--- src/lsc_pkg.sv ---
// Shared constants, state codes and carrier structs of the load shedding controller
package lsc_pkg;

    localparam int NUM_LOADS  = 6;
    localparam int LOAD_IDX_W = 3;
    localparam int AMP_W      = 8;
    localparam int ORDER_W    = NUM_LOADS * LOAD_IDX_W;
    localparam int ADDR_W     = 8;

    localparam logic [AMP_W-1:0] LIMIT_30A_AMPS = 8'h1E;
    localparam logic [AMP_W-1:0] LIMIT_20A_AMPS = 8'h14;
    localparam logic             LIMIT20_RST    = 1'b0;

    localparam longint CLK_FREQ_HZ       = 100_000_000;
    localparam longint SHED_HOLD_TIME_S  = 120;
    localparam logic [33:0] SHED_HOLD_CYCLES = 34'(SHED_HOLD_TIME_S * CLK_FREQ_HZ);
    localparam longint CLASSIFY_TIME_NS  = 1000;
    localparam logic [7:0] CLASSIFY_CYCLES =
        8'((CLASSIFY_TIME_NS * CLK_FREQ_HZ + 64'd999_999_999) / 64'd1_000_000_000);

    localparam logic [ADDR_W-1:0] REG_CTRL_OFS    = 8'h00;
    localparam logic [ADDR_W-1:0] REG_STATUS_OFS  = 8'h04;
    localparam logic [ADDR_W-1:0] REG_CURRENT_OFS = 8'h08;
    localparam logic [ADDR_W-1:0] REG_ORDER_OFS   = 8'h0C;
    localparam logic [ADDR_W-1:0] REG_LOAD0_OFS   = 8'h10;
    localparam logic [ADDR_W-1:0] REG_LOAD5_OFS   = 8'h24;

    localparam int CTRL_SELECT_BIT    = 0;
    localparam int STATUS_STATE_LSB   = 0;
    localparam int STATUS_LIMIT20_BIT = 4;
    localparam int STATUS_COUNT_LSB   = 8;
    localparam int STATUS_RELAY_LSB   = 16;

    localparam logic [1:0] RESP_OKAY   = 2'h0;
    localparam logic [1:0] RESP_SLVERR = 2'h2;

    typedef enum logic [2:0] {
        ST_OFF,
        ST_CLASSIFY,
        ST_FULL_50A,
        ST_FULL_GEN,
        ST_MANAGE,
        ST_SETTLE
    } lsc_state_t;

    typedef struct packed {
        logic line_one_present;
        logic line_two_present;
        logic line_240v_present;
        logic generator_sense_connector;
        logic service_select;
    } lsc_sense_t;

    typedef struct packed {
        logic                 meter_blank;
        logic [AMP_W-1:0]     meter_amps;
        logic                 ind_50a;
        logic                 ind_gen;
        logic                 ind_shore;
        logic                 ind_limit_30;
        logic [NUM_LOADS-1:0] status_led;
    } lsc_disp_t;

endpackage

--- src/lsc_load_mem.sv ---
// Learned per-load current store with two registered read ports
`timescale 1ns/10ps
module lsc_load_mem (
    input  wire  logic                              aclk,
    input  wire  logic                              aresetn,
    input  wire  logic                              we,
    input  wire  logic [lsc_pkg::LOAD_IDX_W-1:0]    waddr,
    input  wire  logic [lsc_pkg::AMP_W-1:0]         wdata,
    input  wire  logic [lsc_pkg::LOAD_IDX_W-1:0]    raddr_a,
    output logic       [lsc_pkg::AMP_W-1:0]         rdata_a,
    input  wire  logic [lsc_pkg::LOAD_IDX_W-1:0]    raddr_b,
    output logic       [lsc_pkg::AMP_W-1:0]         rdata_b
);
    logic [lsc_pkg::AMP_W-1:0] word_ff [0:lsc_pkg::NUM_LOADS-1];

    genvar i;
    generate
        for (i = 0; i < lsc_pkg::NUM_LOADS; i++)
        begin : g_word
            always_ff @(posedge aclk)
            begin
                if (!aresetn)
                    word_ff[i] <= 8'h00;
                else if (we && waddr == 3'(i))
                    word_ff[i] <= wdata;
            end
        end
    endgenerate

    // Out-of-range addresses read zero rather than indexing past the array
    always_ff @(posedge aclk)
    begin
        if (!aresetn)
        begin
            rdata_a <= 8'h00;
            rdata_b <= 8'h00;
        end
        else
        begin
            rdata_a <= (raddr_a < 3'(lsc_pkg::NUM_LOADS)) ? word_ff[raddr_a] : 8'h00;
            rdata_b <= (raddr_b < 3'(lsc_pkg::NUM_LOADS)) ? word_ff[raddr_b] : 8'h00;
        end
    end
endmodule

--- src/lsc_top.sv ---
// Load shedding controller: source classification, shedding, restore, AXI4-Lite registers
// Function
// - No line power: switch off, open all relays
// - Power appears: wake, classify before managing
// - 240 V service: management off, relays closed
// - 50 A mode: blank meter, 50 A lamp, all
// - Both 120 V with generator: all relays closed
// - Generator mode: show current, generator lamp, all
// - Both 120 V, no generator: managed shore
// - Select press changes limit; 20 A manual only
// - Threshold 30/20 A, shore service only
// - Managed entry: all relays closed, monitor current
// - Over limit: open next load in order
// - Relearn load current as drop on shed
// - Keep shedding until at or under limit or all
// - Restore last shed if spare covers it
// - Shed load stays off two minutes minimum, unless reclassification closes all
// - Six independent relay outputs
// - Limit resets to 30 A, press toggles
// - 30/20 lamp lit at 30 A
`timescale 1ns/10ps
module lsc_top #(
    parameter logic [33:0] SHED_HOLD_CYCLES = lsc_pkg::SHED_HOLD_CYCLES
) (
    input  wire  logic                              aclk,
    input  wire  logic                              aresetn,
    input  wire  lsc_pkg::lsc_sense_t               sense,
    input  wire  logic [lsc_pkg::AMP_W-1:0]         sample_amps,
    input  wire  logic                              sample_valid,
    input  wire  logic [lsc_pkg::ORDER_W-1:0]       shed_order,
    output logic       [lsc_pkg::NUM_LOADS-1:0]     relay_en,
    output logic                                    power_hold,
    output lsc_pkg::lsc_disp_t                      disp,
    input  wire  logic [lsc_pkg::ADDR_W-1:0]        awaddr,
    input  wire  logic                              awvalid,
    output logic                                    awready,
    input  wire  logic [31:0]                       wdata,
    input  wire  logic [3:0]                        wstrb,
    input  wire  logic                              wvalid,
    output logic                                    wready,
    output logic [1:0]                              bresp,
    output logic                                    bvalid,
    input  wire  logic                              bready,
    input  wire  logic [lsc_pkg::ADDR_W-1:0]        araddr,
    input  wire  logic                              arvalid,
    output logic                                    arready,
    output logic [31:0]                             rdata,
    output logic [1:0]                              rresp,
    output logic                                    rvalid,
    input  wire  logic                              rready
);
    localparam int NL = lsc_pkg::NUM_LOADS;

    // Pin synchroniser: a change is accepted once stages two and three agree
    logic [4:0]          sync1_ff;
    logic [4:0]          sync2_ff;
    logic [4:0]          sync3_ff;
    logic [4:0]          clean_ff;
    logic [4:0]          nxt_clean;
    lsc_pkg::lsc_sense_t pin;
    logic                sel_prev_ff;
    logic                limit20_ff;
    logic                sw_toggle;

    genvar gi;
    generate
        for (gi = 0; gi < 5; gi++)
        begin : g_sync
            assign nxt_clean[gi] = (sync2_ff[gi] == sync3_ff[gi]) ? sync3_ff[gi] : clean_ff[gi];
        end
    endgenerate
    assign pin = clean_ff;

    always_ff @(posedge aclk)
    begin
        if (!aresetn)
        begin
            sync1_ff <= 5'h00;
            sync2_ff <= 5'h00;
            sync3_ff <= 5'h00;
            clean_ff <= 5'h00;
        end
        else
        begin
            sync1_ff <= sense;
            sync2_ff <= sync1_ff;
            sync3_ff <= sync2_ff;
            clean_ff <= nxt_clean;
        end
    end

    // Service limit: 30 A after reset, a press or software pulse toggles; both in one cycle toggle once
    wire sel_press = pin.service_select & ~sel_prev_ff;
    always_ff @(posedge aclk)
    begin
        if (!aresetn)
        begin
            sel_prev_ff <= 1'b0;
            limit20_ff  <= lsc_pkg::LIMIT20_RST;
        end
        else
        begin
            sel_prev_ff <= pin.service_select;
            limit20_ff  <= limit20_ff ^ (sel_press | sw_toggle);
        end
    end

    // Source classification
    wire any_line = pin.line_one_present | pin.line_two_present;
    wire both_line = pin.line_one_present & pin.line_two_present;
    wire cls_50a = both_line & pin.line_240v_present;
    wire cls_gen = both_line & ~pin.line_240v_present & pin.generator_sense_connector;
    lsc_pkg::lsc_state_t target;
    assign target = !any_line ? lsc_pkg::ST_OFF :
                    cls_50a   ? lsc_pkg::ST_FULL_50A :
                    cls_gen   ? lsc_pkg::ST_FULL_GEN :
                                lsc_pkg::ST_MANAGE;

    lsc_pkg::lsc_state_t       state_ff;
    lsc_pkg::lsc_state_t       nxt_state;
    lsc_pkg::lsc_state_t       cls_seen_ff;
    logic [7:0]                cls_cnt_ff;
    logic [NL-1:0]             relay_ff;
    logic [NL-1:0]             nxt_relay;
    logic [2:0]                shed_cnt_ff;
    logic [2:0]                nxt_shed_cnt;
    logic [7:0]                pre_amps_ff;
    logic [7:0]                cur_amps_ff;
    logic [2:0]                ord [0:NL-1];
    logic [NL-1:0]             hold_start;
    logic [NL-1:0]             hold_done;
    logic [33:0]               hold_cnt_ff [0:NL-1];
    logic                      mem_we;
    logic [7:0]                mem_wdata;
    logic [7:0]                learned_a;
    logic [7:0]                learned_b;
    logic [2:0]                rd_addr_q_ff;
    logic [2:0]                load_rd_idx;

    generate
        for (gi = 0; gi < NL; gi++)
        begin : g_load
            assign ord[gi] = shed_order[gi*3 +: 3];
            assign hold_done[gi] = (hold_cnt_ff[gi] == 34'h0);
            always_ff @(posedge aclk)
            begin
                if (!aresetn)
                    hold_cnt_ff[gi] <= 34'h0;
                else if (hold_start[gi])
                    hold_cnt_ff[gi] <= SHED_HOLD_CYCLES;
                else if (!hold_done[gi])
                    hold_cnt_ff[gi] <= hold_cnt_ff[gi] - 34'h1;
            end
        end
    endgenerate

    wire [7:0] limit = limit20_ff ? lsc_pkg::LIMIT_20A_AMPS : lsc_pkg::LIMIT_30A_AMPS;
    wire over  = sample_amps > limit;
    wire under = sample_amps < limit;
    wire [7:0] spare = limit - sample_amps;
    wire [2:0] next_slot = (shed_cnt_ff < 3'(NL)) ? ord[shed_cnt_ff] : ord[0];
    wire [2:0] last_slot = (shed_cnt_ff != 3'h0) ? ord[shed_cnt_ff - 3'h1] : ord[0];
    wire [7:0] drop = (pre_amps_ff > sample_amps) ? pre_amps_ff - sample_amps : 8'h00;
    // Learned value is one cycle behind a change of the last shed slot
    wire learned_ok = (rd_addr_q_ff == last_slot);
    wire cls_stable = (target == cls_seen_ff);

    always_comb
    begin
        nxt_state    = state_ff;
        nxt_relay    = relay_ff;
        nxt_shed_cnt = shed_cnt_ff;
        hold_start   = '0;
        mem_we       = 1'b0;
        mem_wdata    = drop;
        if (target == lsc_pkg::ST_OFF)
        begin
            nxt_state = lsc_pkg::ST_OFF;
            nxt_relay = '0;
        end
        else
        begin
            case (state_ff)
                lsc_pkg::ST_OFF:
                    nxt_state = lsc_pkg::ST_CLASSIFY;
                lsc_pkg::ST_CLASSIFY:
                begin
                    nxt_relay = '0;
                    if (cls_stable && cls_cnt_ff == 8'h00)
                    begin
                        nxt_state    = target;
                        nxt_relay    = '1;
                        nxt_shed_cnt = 3'h0;
                    end
                end
                lsc_pkg::ST_FULL_50A, lsc_pkg::ST_FULL_GEN:
                begin
                    nxt_relay = '1;
                    if (target != state_ff)
                        nxt_state = lsc_pkg::ST_CLASSIFY;
                end
                lsc_pkg::ST_MANAGE:
                begin
                    if (target != lsc_pkg::ST_MANAGE)
                        nxt_state = lsc_pkg::ST_CLASSIFY;
                    else if (sample_valid && over && shed_cnt_ff < 3'(NL))
                    begin
                        nxt_relay[next_slot]  = 1'b0;
                        hold_start[next_slot] = 1'b1;
                        nxt_state             = lsc_pkg::ST_SETTLE;
                    end
                    else if (sample_valid && under && shed_cnt_ff != 3'h0 && learned_ok
                             && hold_done[last_slot] && spare >= learned_a)
                    begin
                        nxt_relay[last_slot] = 1'b1;
                        nxt_shed_cnt         = shed_cnt_ff - 3'h1;
                    end
                end
                lsc_pkg::ST_SETTLE:
                begin
                    if (target != lsc_pkg::ST_MANAGE)
                        nxt_state = lsc_pkg::ST_CLASSIFY;
                    else if (sample_valid)
                    begin
                        mem_we       = 1'b1;
                        nxt_shed_cnt = shed_cnt_ff + 3'h1;
                        nxt_state    = lsc_pkg::ST_MANAGE;
                    end
                end
                default:
                    nxt_state = lsc_pkg::ST_OFF;
            endcase
        end
    end

    always_ff @(posedge aclk)
    begin
        if (!aresetn)
        begin
            state_ff     <= lsc_pkg::ST_OFF;
            cls_seen_ff  <= lsc_pkg::ST_OFF;
            cls_cnt_ff   <= lsc_pkg::CLASSIFY_CYCLES;
            relay_ff     <= '0;
            shed_cnt_ff  <= 3'h0;
            pre_amps_ff  <= 8'h00;
            cur_amps_ff  <= 8'h00;
            rd_addr_q_ff <= 3'h0;
        end
        else
        begin
            state_ff     <= nxt_state;
            relay_ff     <= nxt_relay;
            shed_cnt_ff  <= nxt_shed_cnt;
            cls_seen_ff  <= target;
            rd_addr_q_ff <= last_slot;
            // Classification restarts its settle count whenever the source changes
            if (state_ff != lsc_pkg::ST_CLASSIFY || !cls_stable)
                cls_cnt_ff <= lsc_pkg::CLASSIFY_CYCLES;
            else if (cls_cnt_ff != 8'h00)
                cls_cnt_ff <= cls_cnt_ff - 8'h01;
            if (sample_valid)
                cur_amps_ff <= sample_amps;
            if (hold_start != '0)
                pre_amps_ff <= sample_amps;
        end
    end

    lsc_load_mem u_mem (
        .aclk    (aclk),
        .aresetn (aresetn),
        .we      (mem_we),
        .waddr   (next_slot),
        .wdata   (mem_wdata),
        .raddr_a (last_slot),
        .rdata_a (learned_a),
        .raddr_b (load_rd_idx),
        .rdata_b (learned_b)
    );

    // Outputs and display commands, all registered
    lsc_pkg::lsc_disp_t nxt_disp;
    wire is_50a = (state_ff == lsc_pkg::ST_FULL_50A);
    wire is_gen = (state_ff == lsc_pkg::ST_FULL_GEN);
    wire is_shore = (state_ff == lsc_pkg::ST_MANAGE) || (state_ff == lsc_pkg::ST_SETTLE);
    wire is_on = (state_ff != lsc_pkg::ST_OFF);
    assign nxt_disp.meter_blank  = is_50a | ~is_on;
    assign nxt_disp.meter_amps   = (is_gen | is_shore) ? cur_amps_ff : 8'h00;
    assign nxt_disp.ind_50a      = is_50a;
    assign nxt_disp.ind_gen      = is_gen;
    assign nxt_disp.ind_shore    = is_shore;
    assign nxt_disp.ind_limit_30 = is_on & ~limit20_ff;
    assign nxt_disp.status_led   = (is_50a | is_gen) ? '1 : relay_ff;

    always_ff @(posedge aclk)
    begin
        if (!aresetn)
        begin
            disp       <= '0;
            relay_en   <= '0;
            power_hold <= 1'b0;
        end
        else
        begin
            disp       <= nxt_disp;
            relay_en   <= relay_ff;
            power_hold <= is_on;
        end
    end

    // AXI4-Lite slave
    function automatic logic addr_ok(input logic [7:0] a);
        addr_ok = (a[1:0] == 2'h0) && (a <= lsc_pkg::REG_LOAD5_OFS);
    endfunction

    logic       aw_have_ff;
    logic       w_have_ff;
    logic [7:0] awaddr_ff;
    logic [31:0] wdata_ff;
    logic       wstrb0_ff;
    logic [7:0] rd_addr_ff;
    logic [1:0] rd_phase_ff;
    logic       rd_busy_ff;

    wire aw_hs = awvalid & awready;
    wire w_hs  = wvalid & wready;
    wire aw_full = aw_have_ff | aw_hs;
    wire w_full  = w_have_ff | w_hs;
    wire do_write = aw_full & w_full;
    wire [7:0] wr_a = aw_hs ? awaddr : awaddr_ff;
    wire [31:0] wr_d = w_hs ? wdata : wdata_ff;
    wire wr_s0 = w_hs ? wstrb[0] : wstrb0_ff;
    wire nxt_aw_have = aw_full & ~do_write;
    wire nxt_w_have = w_full & ~do_write;
    wire nxt_bvalid = do_write | (bvalid & ~bready);
    assign sw_toggle = do_write & (wr_a == lsc_pkg::REG_CTRL_OFS) & wr_s0
                       & wr_d[lsc_pkg::CTRL_SELECT_BIT];

    wire ar_hs = arvalid & arready;
    wire rd_done = rvalid & rready;
    wire nxt_rd_busy = ar_hs | (rd_busy_ff & ~rd_done);
    wire [7:0] load_ofs = rd_addr_ff - lsc_pkg::REG_LOAD0_OFS;
    assign load_rd_idx = load_ofs[4:2];

    logic [31:0] status_word;
    logic [31:0] rd_word;
    always_comb
    begin
        status_word = 32'h0000_0000;
        status_word[lsc_pkg::STATUS_STATE_LSB +: 3] = 3'(state_ff);
        status_word[lsc_pkg::STATUS_LIMIT20_BIT] = limit20_ff;
        status_word[lsc_pkg::STATUS_COUNT_LSB +: 3] = shed_cnt_ff;
        status_word[lsc_pkg::STATUS_RELAY_LSB +: NL] = relay_ff;
        case (rd_addr_ff)
            lsc_pkg::REG_CTRL_OFS:    rd_word = {31'h0, limit20_ff};
            lsc_pkg::REG_STATUS_OFS:  rd_word = status_word;
            lsc_pkg::REG_CURRENT_OFS: rd_word = {24'h0, cur_amps_ff};
            lsc_pkg::REG_ORDER_OFS:   rd_word = {14'h0, shed_order};
            default:                  rd_word = addr_ok(rd_addr_ff) ? {24'h0, learned_b} : 32'h0;
        endcase
    end

    always_ff @(posedge aclk)
    begin
        if (!aresetn)
        begin
            aw_have_ff  <= 1'b0;
            w_have_ff   <= 1'b0;
            awaddr_ff   <= 8'h00;
            wdata_ff    <= 32'h0;
            wstrb0_ff   <= 1'b0;
            awready     <= 1'b0;
            wready      <= 1'b0;
            bvalid      <= 1'b0;
            bresp       <= lsc_pkg::RESP_OKAY;
            arready     <= 1'b0;
            rd_busy_ff  <= 1'b0;
            rd_phase_ff <= 2'h0;
            rd_addr_ff  <= 8'h00;
            rvalid      <= 1'b0;
            rdata       <= 32'h0;
            rresp       <= lsc_pkg::RESP_OKAY;
        end
        else
        begin
            aw_have_ff <= nxt_aw_have;
            w_have_ff  <= nxt_w_have;
            if (aw_hs)
                awaddr_ff <= awaddr;
            if (w_hs)
            begin
                wdata_ff  <= wdata;
                wstrb0_ff <= wstrb[0];
            end
            awready <= ~nxt_aw_have & ~nxt_bvalid;
            wready  <= ~nxt_w_have & ~nxt_bvalid;
            bvalid  <= nxt_bvalid;
            if (do_write)
                bresp <= addr_ok(wr_a) ? lsc_pkg::RESP_OKAY : lsc_pkg::RESP_SLVERR;
            rd_busy_ff <= nxt_rd_busy;
            arready    <= ~nxt_rd_busy;
            if (ar_hs)
                rd_addr_ff <= araddr;
            // Two cycles after the address so the learned value port has settled
            if (ar_hs)
                rd_phase_ff <= 2'h1;
            else if (rd_phase_ff == 2'h1)
                rd_phase_ff <= 2'h2;
            else if (rd_phase_ff == 2'h2)
                rd_phase_ff <= 2'h0;
            if (rd_phase_ff == 2'h2)
            begin
                rvalid <= 1'b1;
                rdata  <= rd_word;
                rresp  <= addr_ok(rd_addr_ff) ? lsc_pkg::RESP_OKAY : lsc_pkg::RESP_SLVERR;
            end
            else if (rd_done)
                rvalid <= 1'b0;
        end
    end
endmodule

--- config.mk ---
export PLATFORM = sky130hd
export DESIGN_NAME = lsc_top
export DESIGN_NICKNAME = d
export VERILOG_FILES = /design/src/lsc_pkg.sv /design/src/lsc_load_mem.sv /design/src/lsc_top.sv
export SDC_FILE = /design/constraint.sdc
export NUM_CORES = 1
export LEC_CHECK = 0
export CORE_AREA = 8 8 204 206
export CTS_CLUSTER_DIAMETER = 200
export DETAILED_ROUTE_END_ITERATION = 6
export DIE_AREA = 0 0 212 214
export DONT_BUFFER_PORTS = 1
export MAX_ROUTING_LAYER = met4
export PLACE_DENSITY = 0.73
export SLEW_MARGIN = 30
export SYNTH_ARGS = -nofsm -noshare
export SYNTH_HDL_FRONTEND = slang
export SYNTH_SLANG_ARGS = --single-unit
--- constraint.sdc ---
create_clock -name aclk -period 3.15 [get_ports aclk]
set_input_delay 0.315 -clock aclk [delete_from_list [all_inputs] [get_ports aclk]]
set_output_delay 0.315 -clock aclk [all_outputs]
set_load 0.005 [all_outputs]
# ---- Yosys cells after proc, flatten, opt, wreduce, memory -nomap -nowiden
# Memory sizes are Yosys's and may differ from the RTL's. A register that Yosys moved wholly into a read port is not among the register bits.
# Index checks and enable logic that the tools add are counted.
dict set report op_classes {
  n_eq_ne 35
  reduce_logical 56
  n_bitwise 66
  add_sub_neg 12
  muxes 138
  n_lt_le_gt_ge 15
}
# operator n
set ops {}
lappend ops {{34-bit two-way mux} 12}
lappend ops {{34-bit zero test} 6}
lappend ops {{34-bit by 1-bit subtractor with 34-bit output (second input constant)} 6}
lappend ops {{22-bit case mux with 4 select lines} 1}
lappend ops {{1-bit two-way mux} 73}
lappend ops {{8-bit two-way mux} 9}
lappend ops {{3-bit two-way mux} 21}
lappend ops {{6-bit two-way mux} 9}
lappend ops {{1-bit OR} 27}
lappend ops {{8-bit zero test} 3}
lappend ops {{1-bit bitwise AND} 20}
lappend ops {{3-bit binary-select mux with 3-bit select} 2}
lappend ops {{1-bit logical AND} 18}
lappend ops {{6-bit case mux with 3 select lines} 1}
lappend ops {{8-bit by 4-bit equality test with 1-bit output (second input constant)} 2}
lappend ops {{8-bit by 6-bit less-or-equal comparator with 1-bit output (second input constant)} 2}
lappend ops {{3-bit case mux with 5 select lines} 1}
lappend ops {{3-bit nonzero test} 5}
lappend ops {{2-bit inequality test (second input constant)} 7}
lappend ops {{1-bit NOT} 13}
lappend ops {{3-bit by 2-bit equality test with 1-bit output (second input constant)} 4}
lappend ops {{3-bit equality test (second input constant)} 4}
lappend ops {{3-bit inequality test (second input constant)} 4}
lappend ops {{3-bit zero test} 3}
lappend ops {{other kinds (43)} 69}
dict set report totals {
  memories 2
  output_inout_bits 67
  in_bits 91
  mem_bits_rw 252
  reg_bits 154
}
# memory depth width read_ports rd_ports_with_merged_regs wr line_no
set memory_table {}
lappend memory_table {hold_cnt_ff 6 34 6 0 6 lsc_top.sv:132} ;# logic [33:0] hold_cnt_ff [0:NL-1];
lappend memory_table {u_mem.word_ff 6 8 2 2 6 lsc_load_mem.sv:14} ;# logic [lsc_pkg::AMP_W-1:0] word_ff [0:lsc_pkg::NUM_LOADS-1];

# ---- Longest topological paths before layout
# Gate-level depths: netlist of the first run.
dict set report logic_depth {
  depth_word 18
  ltp_mapped 15
  depth_no_buf 15
}

# ---- Modules after synthesis
# A second synthesis of the first run with hierarchy kept.
dict set report unflattened {
  hier_cells 2080
  hier_area_um2 21051.4
}
# mod cells_each n_inst seq_area_each_um2 area_each_um2
set modules_own_cells {}
lappend modules_own_cells {lsc_top 1845 1 8968.6 17951.0}
lappend modules_own_cells {lsc_load_mem 235 1 1761.7 3100.5}

# ---- Worst setup path after synthesis of the first run
# Ideal clock, no wire load.
dict set report synth_path {
  path_type {flip-flop to flip-flop}
  start {register limit20_ff}
  end {memory hold_cnt_ff[2][0], enable pin}
  t_arrival_ns 2.849
  path_slack_ns -0.091
  stages_incl_launch_ff 10
  synth_period_minus_slack_ns 3.241
  n_path_buf 0
  path_cell_list {dfxtp_1 > inv_1 > ha_1 > a21boi_1 > o2111ai_1 > o211ai_1 > or2_1 > nor3b_1 > a21oi_1 > nand2_1}
}
# element line_no
set synth_rtl {}
lappend synth_rtl {{from (decl)} lsc_top.sv:62} ;# logic limit20_ff;
lappend synth_rtl {{from (signal assigned)} lsc_top.sv:99} ;# limit20_ff <= lsc_pkg::LIMIT20_RST;
lappend synth_rtl {{from (signal assigned)} lsc_top.sv:104} ;# limit20_ff <= limit20_ff ^ (sel_press | sw_toggle);
lappend synth_rtl {{to (decl)} lsc_top.sv:132}

# ---- Worst setup path after layout of the first run
dict set report layout_path {
  start {register shed_cnt_ff[1]}
  end {register relay_ff[1]}
}
dict set report layout_via {
  elab_chain_cells 15
}
# element line_no
set layout_lines {}
lappend layout_lines {{from (decl)} lsc_top.sv:125} ;# logic [2:0] shed_cnt_ff;
lappend layout_lines {{from (signal assigned)} lsc_top.sv:253} ;# shed_cnt_ff <= nxt_shed_cnt;
lappend layout_lines {{3-bit by 1-bit subtractor with 3-bit output} lsc_top.sv:162} ;# wire [2:0] last_slot = (shed_cnt_ff != 3'h0) ? ord[shed_cnt_ff - 3'h1] : ord[0];
lappend layout_lines {{3-bit NOT with 4-bit output (implied by the code)} lsc_top.sv:162}
lappend layout_lines {{3-bit binary-select mux with 3-bit select} lsc_top.sv:162}
lappend layout_lines {{3-bit two-way mux (implied by the code) (2 in series)} lsc_top.sv:162}
lappend layout_lines {{3-bit two-way mux} lsc_top.sv:162}
lappend layout_lines {{3-bit by 4-bit < comparator with 1-bit output (implied by the code) / 3-bit by 1-bit greater-or-equal comparator with 1-bit output (equally long branches)} lsc_top.sv:215} ;# nxt_relay[last_slot] = 1'b1;
lappend layout_lines {{1-bit logical AND (implied by the code)} lsc_top.sv:215}
lappend layout_lines {{1-bit two-way mux (implied by the code)} lsc_top.sv:215}
lappend layout_lines {{1-bit demux with 3-bit select} lsc_top.sv:215}
lappend layout_lines {{6-bit OR (no source line)} -}
lappend layout_lines {{6-bit two-way mux} lsc_top.sv:212} ;# else if (sample_valid && under && shed_cnt_ff != 3'h0 && learned_ok
lappend layout_lines {{6-bit two-way mux} lsc_top.sv:206} ;# else if (sample_valid && over && shed_cnt_ff < 3'(NL))
lappend layout_lines {{6-bit two-way mux} lsc_top.sv:204} ;# if (target != lsc_pkg::ST_MANAGE)
lappend layout_lines {{6-bit case mux with 3 select lines} lsc_top.sv:183} ;# case (state_ff)
lappend layout_lines {{to (signal assigned)} lsc_top.sv:252} ;# relay_ff <= nxt_relay;
lappend layout_lines {{to (decl)} lsc_top.sv:123} ;# logic [NL-1:0] relay_ff;
# Parallel ways exist; a longest one is shown, timed or not. The select of a mux whose other input is x is not followed.
# A chain may end at the register's enable or synchronous reset.

==> metrics, run 1 <==
Layout Cells excl Fill ~2700; ANT nets after route 0; sequential share of the synthesized area 51.5%; commonest non-fill, non-tap cell in the layout nor2_1; R2R Path End relay_ff[1]; final setup fails 0; CTS root buf clkbuf_16; total power 0.0178 W; nets roughly 2300; worst setup path startpoint shed_cnt_ff[1]; Worst Reg-to-Reg Cells 11; CP Cell Sequence inv_1 -> ha_1 -> mux4_2 -> nand2_1 -> a31oi_4 -> buf_4 -> inv_1 -> o211ai_2 -> o211a_4 -> o211a_4 -> a32o_2; internal reg-to-reg setup slack between 0.1 and 0.15 ns; Sink Count between 400 and 500; CP max stage delay 0.52 ns; Syn-to-layout area delta 15.2%; Hold Slack 0.0346 ns; Die Y-Extent 214 microns; WP data required 3.62 ns; CP top delay family compound AO/OA/AOI/OAI gates; total global-route track usage 22.5%; unrepaired setup endpoints after global routing no; pwr/cell area 743 nW/um^2; synthesized area around 21000 sq um; area taken by multi-input logic gates 9550 sq um; fraction of layout cells with a size suffix above 1 10.9%; most frequent cells in the layout 346 x nor2_1, 252 x edfxtp_1, 158 x dfxtp_1; status finished, violations left; Clock transition at path regs 0.06 ns; clock buffer depth 3; period utilisation layout 95.5%; Max Clk Rate 332 MHz; initial antenna violation count 2; Yosys reg bits 410; worst r2r src shed_cnt_ff[1]; Crit-path slowest cell mux4_2; Rows 72; port buffer count 0; Avg Cell Area, Syn 10.1 sq um; Worst VDD drop a little under 0.0007 V; Setup Crit Path Kind flip-flop to flip-flop; Leakage 9.02 nW; DP HPWL around 35000 microns; total of max-cap violations 0; Tmin final 3.01 ns; Layout fillers ~3000; post-synth cell types 77; core area 38300 sq um; worst min path class primary input to flip-flop; setup_tns 0 ns; Syn Inst Count ~2100; Util after Layout 62.6%; Slew HR 36.4%; First DRT Iteration DRCs 1462; detailed-route via count 15800; critical path capture point type flip-flop; first drt pass iteration count 7; CP Buf/Inv Count 3; Worst Tran Pin Value 0.944 ns; largest net degree at the start of global routing 42; Synth async-reset ratio 0%; predominant post-synthesis flop cell edfxtp_1; crit start category flip-flop; Critical Path Stages 11; largest cells by area after synthesis edfxtp_1 36%, dfxtp_1 15%, nor2_1 6.2%, xnor2_1 5.6%, mux2i_1 2.6%; Worst Setup EP relay_ff[1]; I/O pin total 158; Max H-tree Level 2; DP Cell Count 2565; drt wl/cell 18.7 microns; Fin. Hold Viols 0; clock skew 0.0255 ns; total die area 45400 sq um; RePlAce Congestion 0.925; Yosys Warn Count 0; Slew Limit Fails 0; Remaining DRCs 1; crit path max fanout 12; Routed WL ~51000 microns; Starting Density 54.4%; Reg area 10700 sq um; vias in the first global route approximately 16000; vias per cell between 5 and 6; largest area contributor in the netlist edfxtp_1; failing checks DRC; first-pass GRT wire length 81200 microns; Overflow after GRT 0; Synth top area share about 36%; DIE WIDTH 212 microns; CTS tree done; Num CTS Buffers 45; Post-synth EDFFs 252; Clk Latency, worst-skew pair 0.58 ns; Worst Path Arrival between 3 and 4 ns
layout make-up:
cell class	instances	share of cell area (%)
timing repair buffer	124	4.97
antenna	2	0.0209
tap	518	2.70
clock inverter	24	1.43
inverter	60	0.944
clock buffer	59	5.38
multi-input combinational	1505	39.8
sequential	410	44.7
routing by layer:
metal  GRT usage (%)  routed length, microns  up-vias
met3            4.69                    3750      119
met1            27.4                   20800     7591
met4            9.20                    2060        0
met5               -                       0        -
li1                -                       -     7530
met2            36.1                   24000      516
timing repair:
action,in CTS,in global routing
gates resized for setup,2,10
endpoints found under the setup margin,9,48
buffers inserted,0,1
pin swaps,0,7
hold buffers,51,0
endpoints found under the hold margin,78,0
state kept, by name (all words and copies together) (netlist names), 6 cells and up:
name / count
u_mem.rdata_a: 8
hold_cnt_ff: 204
pre_amps_ff: 8
cur_amps_ff: 8
u_mem.rdata_b: 8
rd_addr_ff: 8
relay_ff: 6
relay_en: 6
rdata: 22
awaddr_ff: 8
cls_cnt_ff: 8
u_mem.word_ff: 48
disp: 19
synthesized netlist by cell type (5+ instances only):
library cell	count
or4_4	6
xnor2_1	133
nor4_1	46
edfxtp_1	252
a22oi_1	10
or2_2	7
a21oi_1	85
nand4_1	14
mux4_2	15
and2_1	37
a211oi_1	26
xor2_1	62
o211ai_1	11
nand2_1	144
o21ai_0	95
nor2b_1	10
dfxtp_1	158
mux2i_1	55
a31oi_1	9
nor3b_1	13
ha_1	37
nand3b_1	11
buf_4	17
a211o_1	5
clkbuf_1	65
o21ai_1	8
buf_2	12
nand2b_1	25
o41ai_1	5
buf_1	5
mux2_2	19
nor3_1	80
inv_1	59
o31ai_1	9
nor2_1	346
or3_1	27
nand3_1	53
or4_1	16
stage by stage:
stage | setup slack, ns | area, sq um
6_report | 0.142 | 24000
5_1_grt | 0.00338 | 24000
4_1_cts | 0.0271 | 23900
3_5_place_dp | -0.0404 | 21800
3_3_place_gp | 0.0157 | 21800
2_1_floorplan | 0.122 | 20900
cell families (layout without fill, tap and decap cells):
family                     after synthesis  count (layout)  synth area share (%)
muxes                                   90              90                  5.36
AOI/OAI and AO/OA                      309             309                  9.23
adders and majority gates               39              39                  2.42
other                                    1              14                0.0180
xor gates and xnor gates               195             195                  8.20
and+or+nand+nor                        860             860                  20.0
DFF                                    410             410                  51.5
buffers and inverters                  159             267                  3.24
how the worst min path moves through the flow:
stage | startpoint | end | slack (ns) | cells past startpoint
6_report | shed_order[8] | rdata[8] | 0.03 | 2
5_1_grt | aresetn | state_ff[1] | 0.04 | 2
4_1_cts | shed_order[8] | rdata[8] | 0.004 | 2
3_5_place_dp | sync1_ff[1] | sync2_ff[1] | 0.42 | 1
3_3_place_gp | rd_busy_ff | arready | 0.41 | 1
2_1_floorplan | rd_busy_ff | arready | 0.41 | 1
power by group:
part | internal [W] | total [W] | leakage, nW | switching (W)
logic | 0.00204 | 0.00465 | 4.02 | 0.00261
clock network | 0.00349 | 0.00573 | 0.789 | 0.00224
registers | 0.00675 | 0.00744 | 4.21 | 0.000691
Note: power is estimated with default switching activity, not from simulation.
==> run 2: changes to the inputs <==
--- a/config.mk
+++ b/config.mk
@@ -5,13 +5,16 @@
 export SDC_FILE = /design/constraint.sdc
 export NUM_CORES = 1
 export LEC_CHECK = 0
+export ABC_CLOCK_PERIOD_IN_PS = 3150
 export CORE_AREA = 8 8 204 206
+export CTS_BUF_LIST = sky130_fd_sc_hd__clkbuf_16
 export CTS_CLUSTER_DIAMETER = 200
 export DETAILED_ROUTE_END_ITERATION = 6
 export DIE_AREA = 0 0 212 214
 export DONT_BUFFER_PORTS = 1
 export MAX_ROUTING_LAYER = met4
 export PLACE_DENSITY = 0.73
+export RECOVER_POWER = 100
 export SLEW_MARGIN = 30
 export SYNTH_ARGS = -nofsm -noshare
 export SYNTH_HDL_FRONTEND = slang
==> metrics, run 2 (synthesized netlist as in run 1, its figures left out) <==
status finished clean; Sink Count 410 (unchanged); Max H-tree Level 2 (unchanged); clock power share 31.6% (-0.5 points); total power 0.0176 W (-1.3%); nets 2276 (unchanged); Layout fillers 3026 (+0.97%); I/O pin total 158 (unchanged); DIE WIDTH 212 microns (unchanged); commonest non-fill, non-tap cell in the layout nor2_1; CP max stage delay 0.54 ns (+0.02 ns); total global-route track usage 22.5% (about the same); top flop regs hold_cnt_ff: 204 flops, u_mem.word_ff: 48 flops, rdata: 22 flops; met1 Track Usage GR 27.3% (-0.16 points); initial antenna violation count 2 (unchanged); Die Y-Extent 214 microns (unchanged); area taken by multi-input logic gates 9540 sq um (about the same); final setup fails 0 (unchanged); internal reg-to-reg setup slack 0.09 ns (-0.05 ns); CTS tree done; clock buffer depth 3 (unchanged); Worst Tran Pin Value 1.30 ns (+0.354 ns); Max Clk Rate 327 MHz (-1.6%); Rows 72 (unchanged); Worst VDD drop 0.000682 V (about the same); Most Crowded Layer GR met2; RePlAce Congestion 0.925 (unchanged); drt wl/cell 18.7 microns (-0.20%); pwr/cell area 740 nW/um^2 (-0.42%); max reg flops 204 (unchanged); clock skew 0.0248 ns (-0.000636 ns); port buffer count 0 (unchanged); Overflow after GRT 0 (unchanged); Fin. Hold Viols 0 (unchanged); Slew Limit Fails 0 (unchanged); Clk Latency, worst-skew pair 0.58 ns (about the same); Worst Path Arrival 3.45 ns (-0.03 ns); WP data required 3.55 ns (-0.07 ns); Sequential Power Share 42.3% (+0.5 points); Clock transition at path regs 0.06 ns (about the same); CP top delay family simple AND/OR/NAND/NOR gates; worst min path class primary input to flip-flop; Leakage 8.89 nW (-1.5%); CP Cell Sequence buf_4 -> mux4_2 -> mux2_1 -> or3b_1 -> or3_1 -> nor4_2; Remaining DRCs 0 (-1); Starting Density 54.4% (unchanged); first drt pass iteration count 5 (-2); first-pass GRT wire length 81200 microns (about the same); M3 GR Usage 4.94% (+0.25 points); Slew HR 13.4% (-23 points); ANT nets after route 0 (unchanged); P_sw 0.00553 W (-0.15%); DP HPWL 34600 microns (unchanged); vias in the first global route 15600 (+0.18%); switching part of the total 31.4% (+0.37 points); crit start category flip-flop; detailed-route via count 15700 (-0.63%); Routed WL 50500 microns (-0.20%); most frequent cells in the layout 347 x nor2_1, 252 x edfxtp_1, 158 x dfxtp_1; CTS root buf clkbuf_16; Largest Register hold_cnt_ff; vias per cell 5.79 (-0.63%); Num CTS Buffers 45 (unchanged); critical path capture point type flip-flop; CP Buf/Inv Count 1 (-2); core area 38300 sq um (unchanged); cell area after layout 23800 sq um (-0.89%); met2 global-route usage 36.0% (-0.065 points); Area after DPL 21800 sq um (unchanged); period utilisation layout 97.1% (+1.6 points); total of max-cap violations 0 (unchanged); unrepaired setup endpoints after global routing no; fraction of layout cells with a size suffix above 1 9.72% (-1.1 points); crit path max fanout 15 (+3); internal power 0.0121 W (-1.8%); Syn-to-layout area delta 14.1%; Tmin final 3.06 ns (+0.0503 ns); Setup Crit Path Kind flip-flop to flip-flop; Reg area 10700 sq um (unchanged); total die area 45400 sq um (unchanged); largest net degree at the start of global routing 42 (unchanged); First DRT Iteration DRCs 1447 (-1.0%); logic gate share of total power 26.1% (about the same); Crit-path slowest cell mux4_2
[run 2: area by class of cell]
class,count,area share [%]
Sequential cell,410,45.1
Multi-Input combinational cell,1505,40.1
Clock buffer,47,4.95
Timing Repair Buffer,124,4.44
Tap cell,518,2.73
Clock inverter,36,1.64
Inverter,60,0.953
Antenna cell,2,0.0211
[run 2: metal layers]
metal | part of all wire (%) | up-vias | routed length, microns
met1 | 41 | 7500 | 20800
li1 | - | 7523 | -
met4 | 4.3 | 0 | 2200
met5 | 0 | - | 0
met2 | 47 | 500 | 23700
met3 | 7.5 | 133 | 3810
[run 2: final timing paths]
kind                   from             endpoint  depth (start not counted)
max          shed_cnt_ff[0]  u_mem.word_ff[2][7]                          6
max reg2reg  shed_cnt_ff[0]  u_mem.word_ff[2][7]                          6
min           shed_order[8]             rdata[8]                          2
min reg2reg      rd_busy_ff              arready                          1
[run 2: power by group through the flow]
stage | Sequential, W | Combinational [W] | Clock [W]
finish | 0.00744 | 0.00459 | 0.00555
CTS | 0.00743 | 0.00465 | 0.00565
floorplan | 0.00736 | 0.00364 | 0
global route | 0.00756 | 0.00521 | 0.00587
global placement | 0.00748 | 0.00442 | 0
detailed placement | 0.00753 | 0.00454 | 0
[run 2: per-stage QoR]
stage               util [%]  TNS [ns]  hold WS (ns)  cells  setup slack, ns
floorplan                  -         0         0.405   2074            0.122
global placement        56.9         0         0.414   2565           0.0157
detailed placement      56.9    -0.223         0.421   2565          -0.0404
CTS                     62.3         0       0.00428   2699           0.0271
global route            62.1         0        0.0348   2702          0.00338
finish                  62.1         0        0.0339   2702           0.0918
[run 2: timing repair]
item / in CTS / in global routing
hold endpoints to repair: 78 / 0
gates resized for setup: 2 / 10
gates cloned: 0 / 0
pin swaps: 0 / 7
hold buffers: 51 / 0
setup buffers: 0 / 1
setup endpoints to repair: 9 / 48
==> run 3: changes to the inputs <==
--- a/config.mk
+++ b/config.mk
@@ -5,7 +5,7 @@
 export SDC_FILE = /design/constraint.sdc
 export NUM_CORES = 1
 export LEC_CHECK = 0
-export ABC_CLOCK_PERIOD_IN_PS = 3150
+export ABC_CLOCK_PERIOD_IN_PS = 2700
 export CORE_AREA = 8 8 204 206
 export CTS_BUF_LIST = sky130_fd_sc_hd__clkbuf_16
 export CTS_CLUSTER_DIAMETER = 200
@@ -15,6 +15,7 @@
 export MAX_ROUTING_LAYER = met4
 export PLACE_DENSITY = 0.73
 export RECOVER_POWER = 100
+export REMOVE_ABC_BUFFERS = 1
 export SLEW_MARGIN = 30
 export SYNTH_ARGS = -nofsm -noshare
 export SYNTH_HDL_FRONTEND = slang
==> constraint.sdc (replaced) <==
create_clock -name aclk -period 2.7 [get_ports aclk]
set_input_delay 0.27 -clock aclk [delete_from_list [all_inputs] [get_ports aclk]]
set_output_delay 0.27 -clock aclk [all_outputs]
set_load 0.005 [all_outputs]
==> metrics, run 3 (synthesized netlist as in run 1, its figures left out) <==
worst r2r src limit20_ff; switching part of the total 33.5% (+2.1 points); Die Y-Extent 214 microns (unchanged); core area 38300 sq um (unchanged); most frequent CP cell buf_4; nets 2448 (+7.6%); min-delay src aresetn; vias in the first global route 16300 (+4.6%); R2R Path End hold_cnt_ff[3][1]; WHS Path Cells 2 (unchanged); Worst Path Arrival 3.28 ns (-0.17 ns); Largest Register hold_cnt_ff; first drt pass iteration count 5 (unchanged); CTS tree done; clock power share 26.3% (-5.3 points); CP Buf/Inv Count 4 (+3); Overflow after GRT 0 (unchanged); First DRT Iteration DRCs 1444 (-0.21%); Remaining DRCs 0 (unchanged); Slew Limit Fails 109 (+109); Final WS setup -0.253 ns (-0.345 ns); Worst VDD drop 0.000423 V (-38%); Tmin final 2.95 ns (-0.105 ns); pwr/cell area 825 nW/um^2 (+11%); Clock transition at path regs 0.06 ns (about the same); vias per cell 5.86 (+1.2%); Routed met3 length 4160 microns (+9.1%); detailed-route via count 16800 (+7.4%); Num CTS Buffers 44 (-2.2%); Starting Density 54.4% (unchanged); Worst Reg-to-Reg Cells 11 (+5); Routed WL 56400 microns (+12%); max reg flops 204 (unchanged); port buffer count 0 (unchanged); CTS root buf clkbuf_16; Fin. Hold Viols 0 (unchanged); commonest non-fill, non-tap cell in the layout nor2_1; hold endpoint u_mem.word_ff[1][1]; internal power 0.0146 W (+21%); WP data required 3.02 ns (-0.53 ns); DP HPWL 33100 microns (-4.4%); total global-route track usage 22.8% (+0.31 points); fraction of layout cells with a size suffix above 1 22.6% (+13 points); drt wl/cell 19.7 microns (+5.2%); DIE WIDTH 212 microns (unchanged); P_sw 0.00733 W (+33%); Util after Layout 69.3% (+7.2 points); Rows 72 (unchanged); total die area 45400 sq um (unchanged); unrepaired setup endpoints after global routing yes; critical path capture point type flip-flop; WL met1 22300 microns (+7.5%); clock skew 0.0202 ns (-0.00459 ns); Crit-path slowest cell a211o_4; total of max-cap violations 2 (+2); RePlAce Congestion 0.899 (-2.7%); top flop regs hold_cnt_ff: 204 flops, u_mem.word_ff: 48 flops, rdata: 22 flops; Max Used Layer met4; Sequential Power Share 39.7% (-2.6 points); total power 0.0219 W (+25%); Clk Latency, worst-skew pair 0.57 ns (about the same); Max Clk Rate 339 MHz (+3.6%); status finished, violations left; routed wl met2 28100 microns (+18%); first-pass GRT wire length 83000 microns (+2.2%); Max H-tree Level 2 (unchanged); CP max stage delay 0.40 ns (-0.14 ns); Leakage 10.2 nW (+14%); CP Cell Sequence buf_4 -> fa_2 -> a21boi_4 -> o2111ai_2 -> o211ai_1 -> or2_0 -> nor3b_4 -> buf_6 -> buf_4 -> a211o_4 -> clkbuf_16; Slew HR -8.44% (-22 points); initial antenna violation count 1 (-1); Sink Count 410 (unchanged); Layout Cells excl Fill 2869 (+6.2%); DP Cell Count 2675 (+4.3%); most frequent cells in the layout 290 x nor2_1, 252 x edfxtp_1, 159 x buf_4; Setup Crit Path Kind flip-flop to flip-flop; ANT nets after route 0 (unchanged); crit path max fanout 8 (-7); worst min path class primary input to flip-flop; clock buffer depth 3 (unchanged); Worst Tran Pin Value 1.63 ns (+0.328 ns); failing checks capacitance limit, slew limit, setup timing; period utilisation layout 109% (+12 points); I/O pin total 158 (unchanged); Hold Slack 0.0554 ns (+0.0214 ns); Syn-to-layout area delta 27.4%; CP top delay family compound AO/OA/AOI/OAI gates; logic gate share of total power 34.0% (+7.9 points); internal reg-to-reg setup slack -0.25 ns (-0.34 ns); final setup fails 283 (+283); largest net degree at the start of global routing 77 (+83%); crit start category flip-flop
run 3: changes by cell type in the layout (fill, tap and decap cells not counted), moves of 16 or more:
cell,delta
o21ai_2,+24
buf_12,+16
buf_6,+16
nor2_4,+48
buf_4,+109
nor2_1,-57
o21ai_0,-36
run 3: layout make-up:
cell class | instances | area [sq um]
clock inverter | 32 | 203
clock buffer | 46 | 1150
multi-input combinational | 1505 | 10500
tap | 518 | 648
antenna | 1 | 2.50
sequential | 410 | 10700
timing repair buffer | 297 | 3060
inverter | 60 | 225
fill | 2600 | 11700
run 3: repair_timing:
item,in CTS,in global routing
setup buffers,15,18
endpoints found under the setup margin,436,478
pin swaps,47,66
hold endpoints to repair,88,1
gates resized for setup,97,209
hold buffers,60,1
gates cloned,10,19
run 3: stage by stage:
stage | setup WS [ns] | TNS (ns) | instance area (sq um)
2_1_floorplan | -2.29 | -223.27 | 20400
3_3_place_gp | -0.362 | -70.91 | 22700
3_5_place_dp | -0.420 | -102.01 | 22700
4_1_cts | -0.199 | -6.78 | 25300
5_1_grt | -0.346 | -68.21 | 26500
6_report | -0.253 | -29.63 | 26500
run 3: how the worst max path moves through the flow:
stage / slack (ns) / end / startpoint / cells after the start
floorplan: -2.29 / relay_ff[4] / shed_cnt_ff[0] / 10
global placement: -0.36 / relay_ff[3] / limit20_ff / 16
detailed placement: -0.42 / relay_ff[0] / limit20_ff / 15
CTS: -0.20 / relay_ff[0] / limit20_ff / 13
global route: -0.35 / relay_ff[1] / limit20_ff / 15
finish: -0.25 / hold_cnt_ff[3][1] / limit20_ff / 11
run 3: power groups by stage:
stage	combinational [W]	clock (W)	sequential, W
final	0.00745	0.00575	0.00869
after floorplan	0.00415	0	0.00861
after detailed placement	0.00587	0	0.00871
after CTS	0.00639	0.00580	0.00860
after global routing	0.00811	0.00608	0.00880
after global placement	0.00571	0	0.00865
run 3: worst reg2reg max path, stage by stage, from the launching register on:
cell and delay (ns):
dfxtp_2 0.33, buf_4 0.14, fa_2 0.39, a21boi_4 0.20
o2111ai_2 0.16, o211ai_1 0.21, or2_0 0.31, nor3b_4 0.08
buf_6 0.13, buf_4 0.13, a211o_4 0.40, clkbuf_16 0.20
run 3: routing by layer:
| layer | global-route usage (%) | vias up |
|---|---|---|
| li1 | - | 7863 |
| met1 | 27.5 | 8146 |
| met2 | 37.6 | 664 |
| met3 | 4.88 | 147 |
| met4 | 7.88 | 0 |
| met5 | - | - |
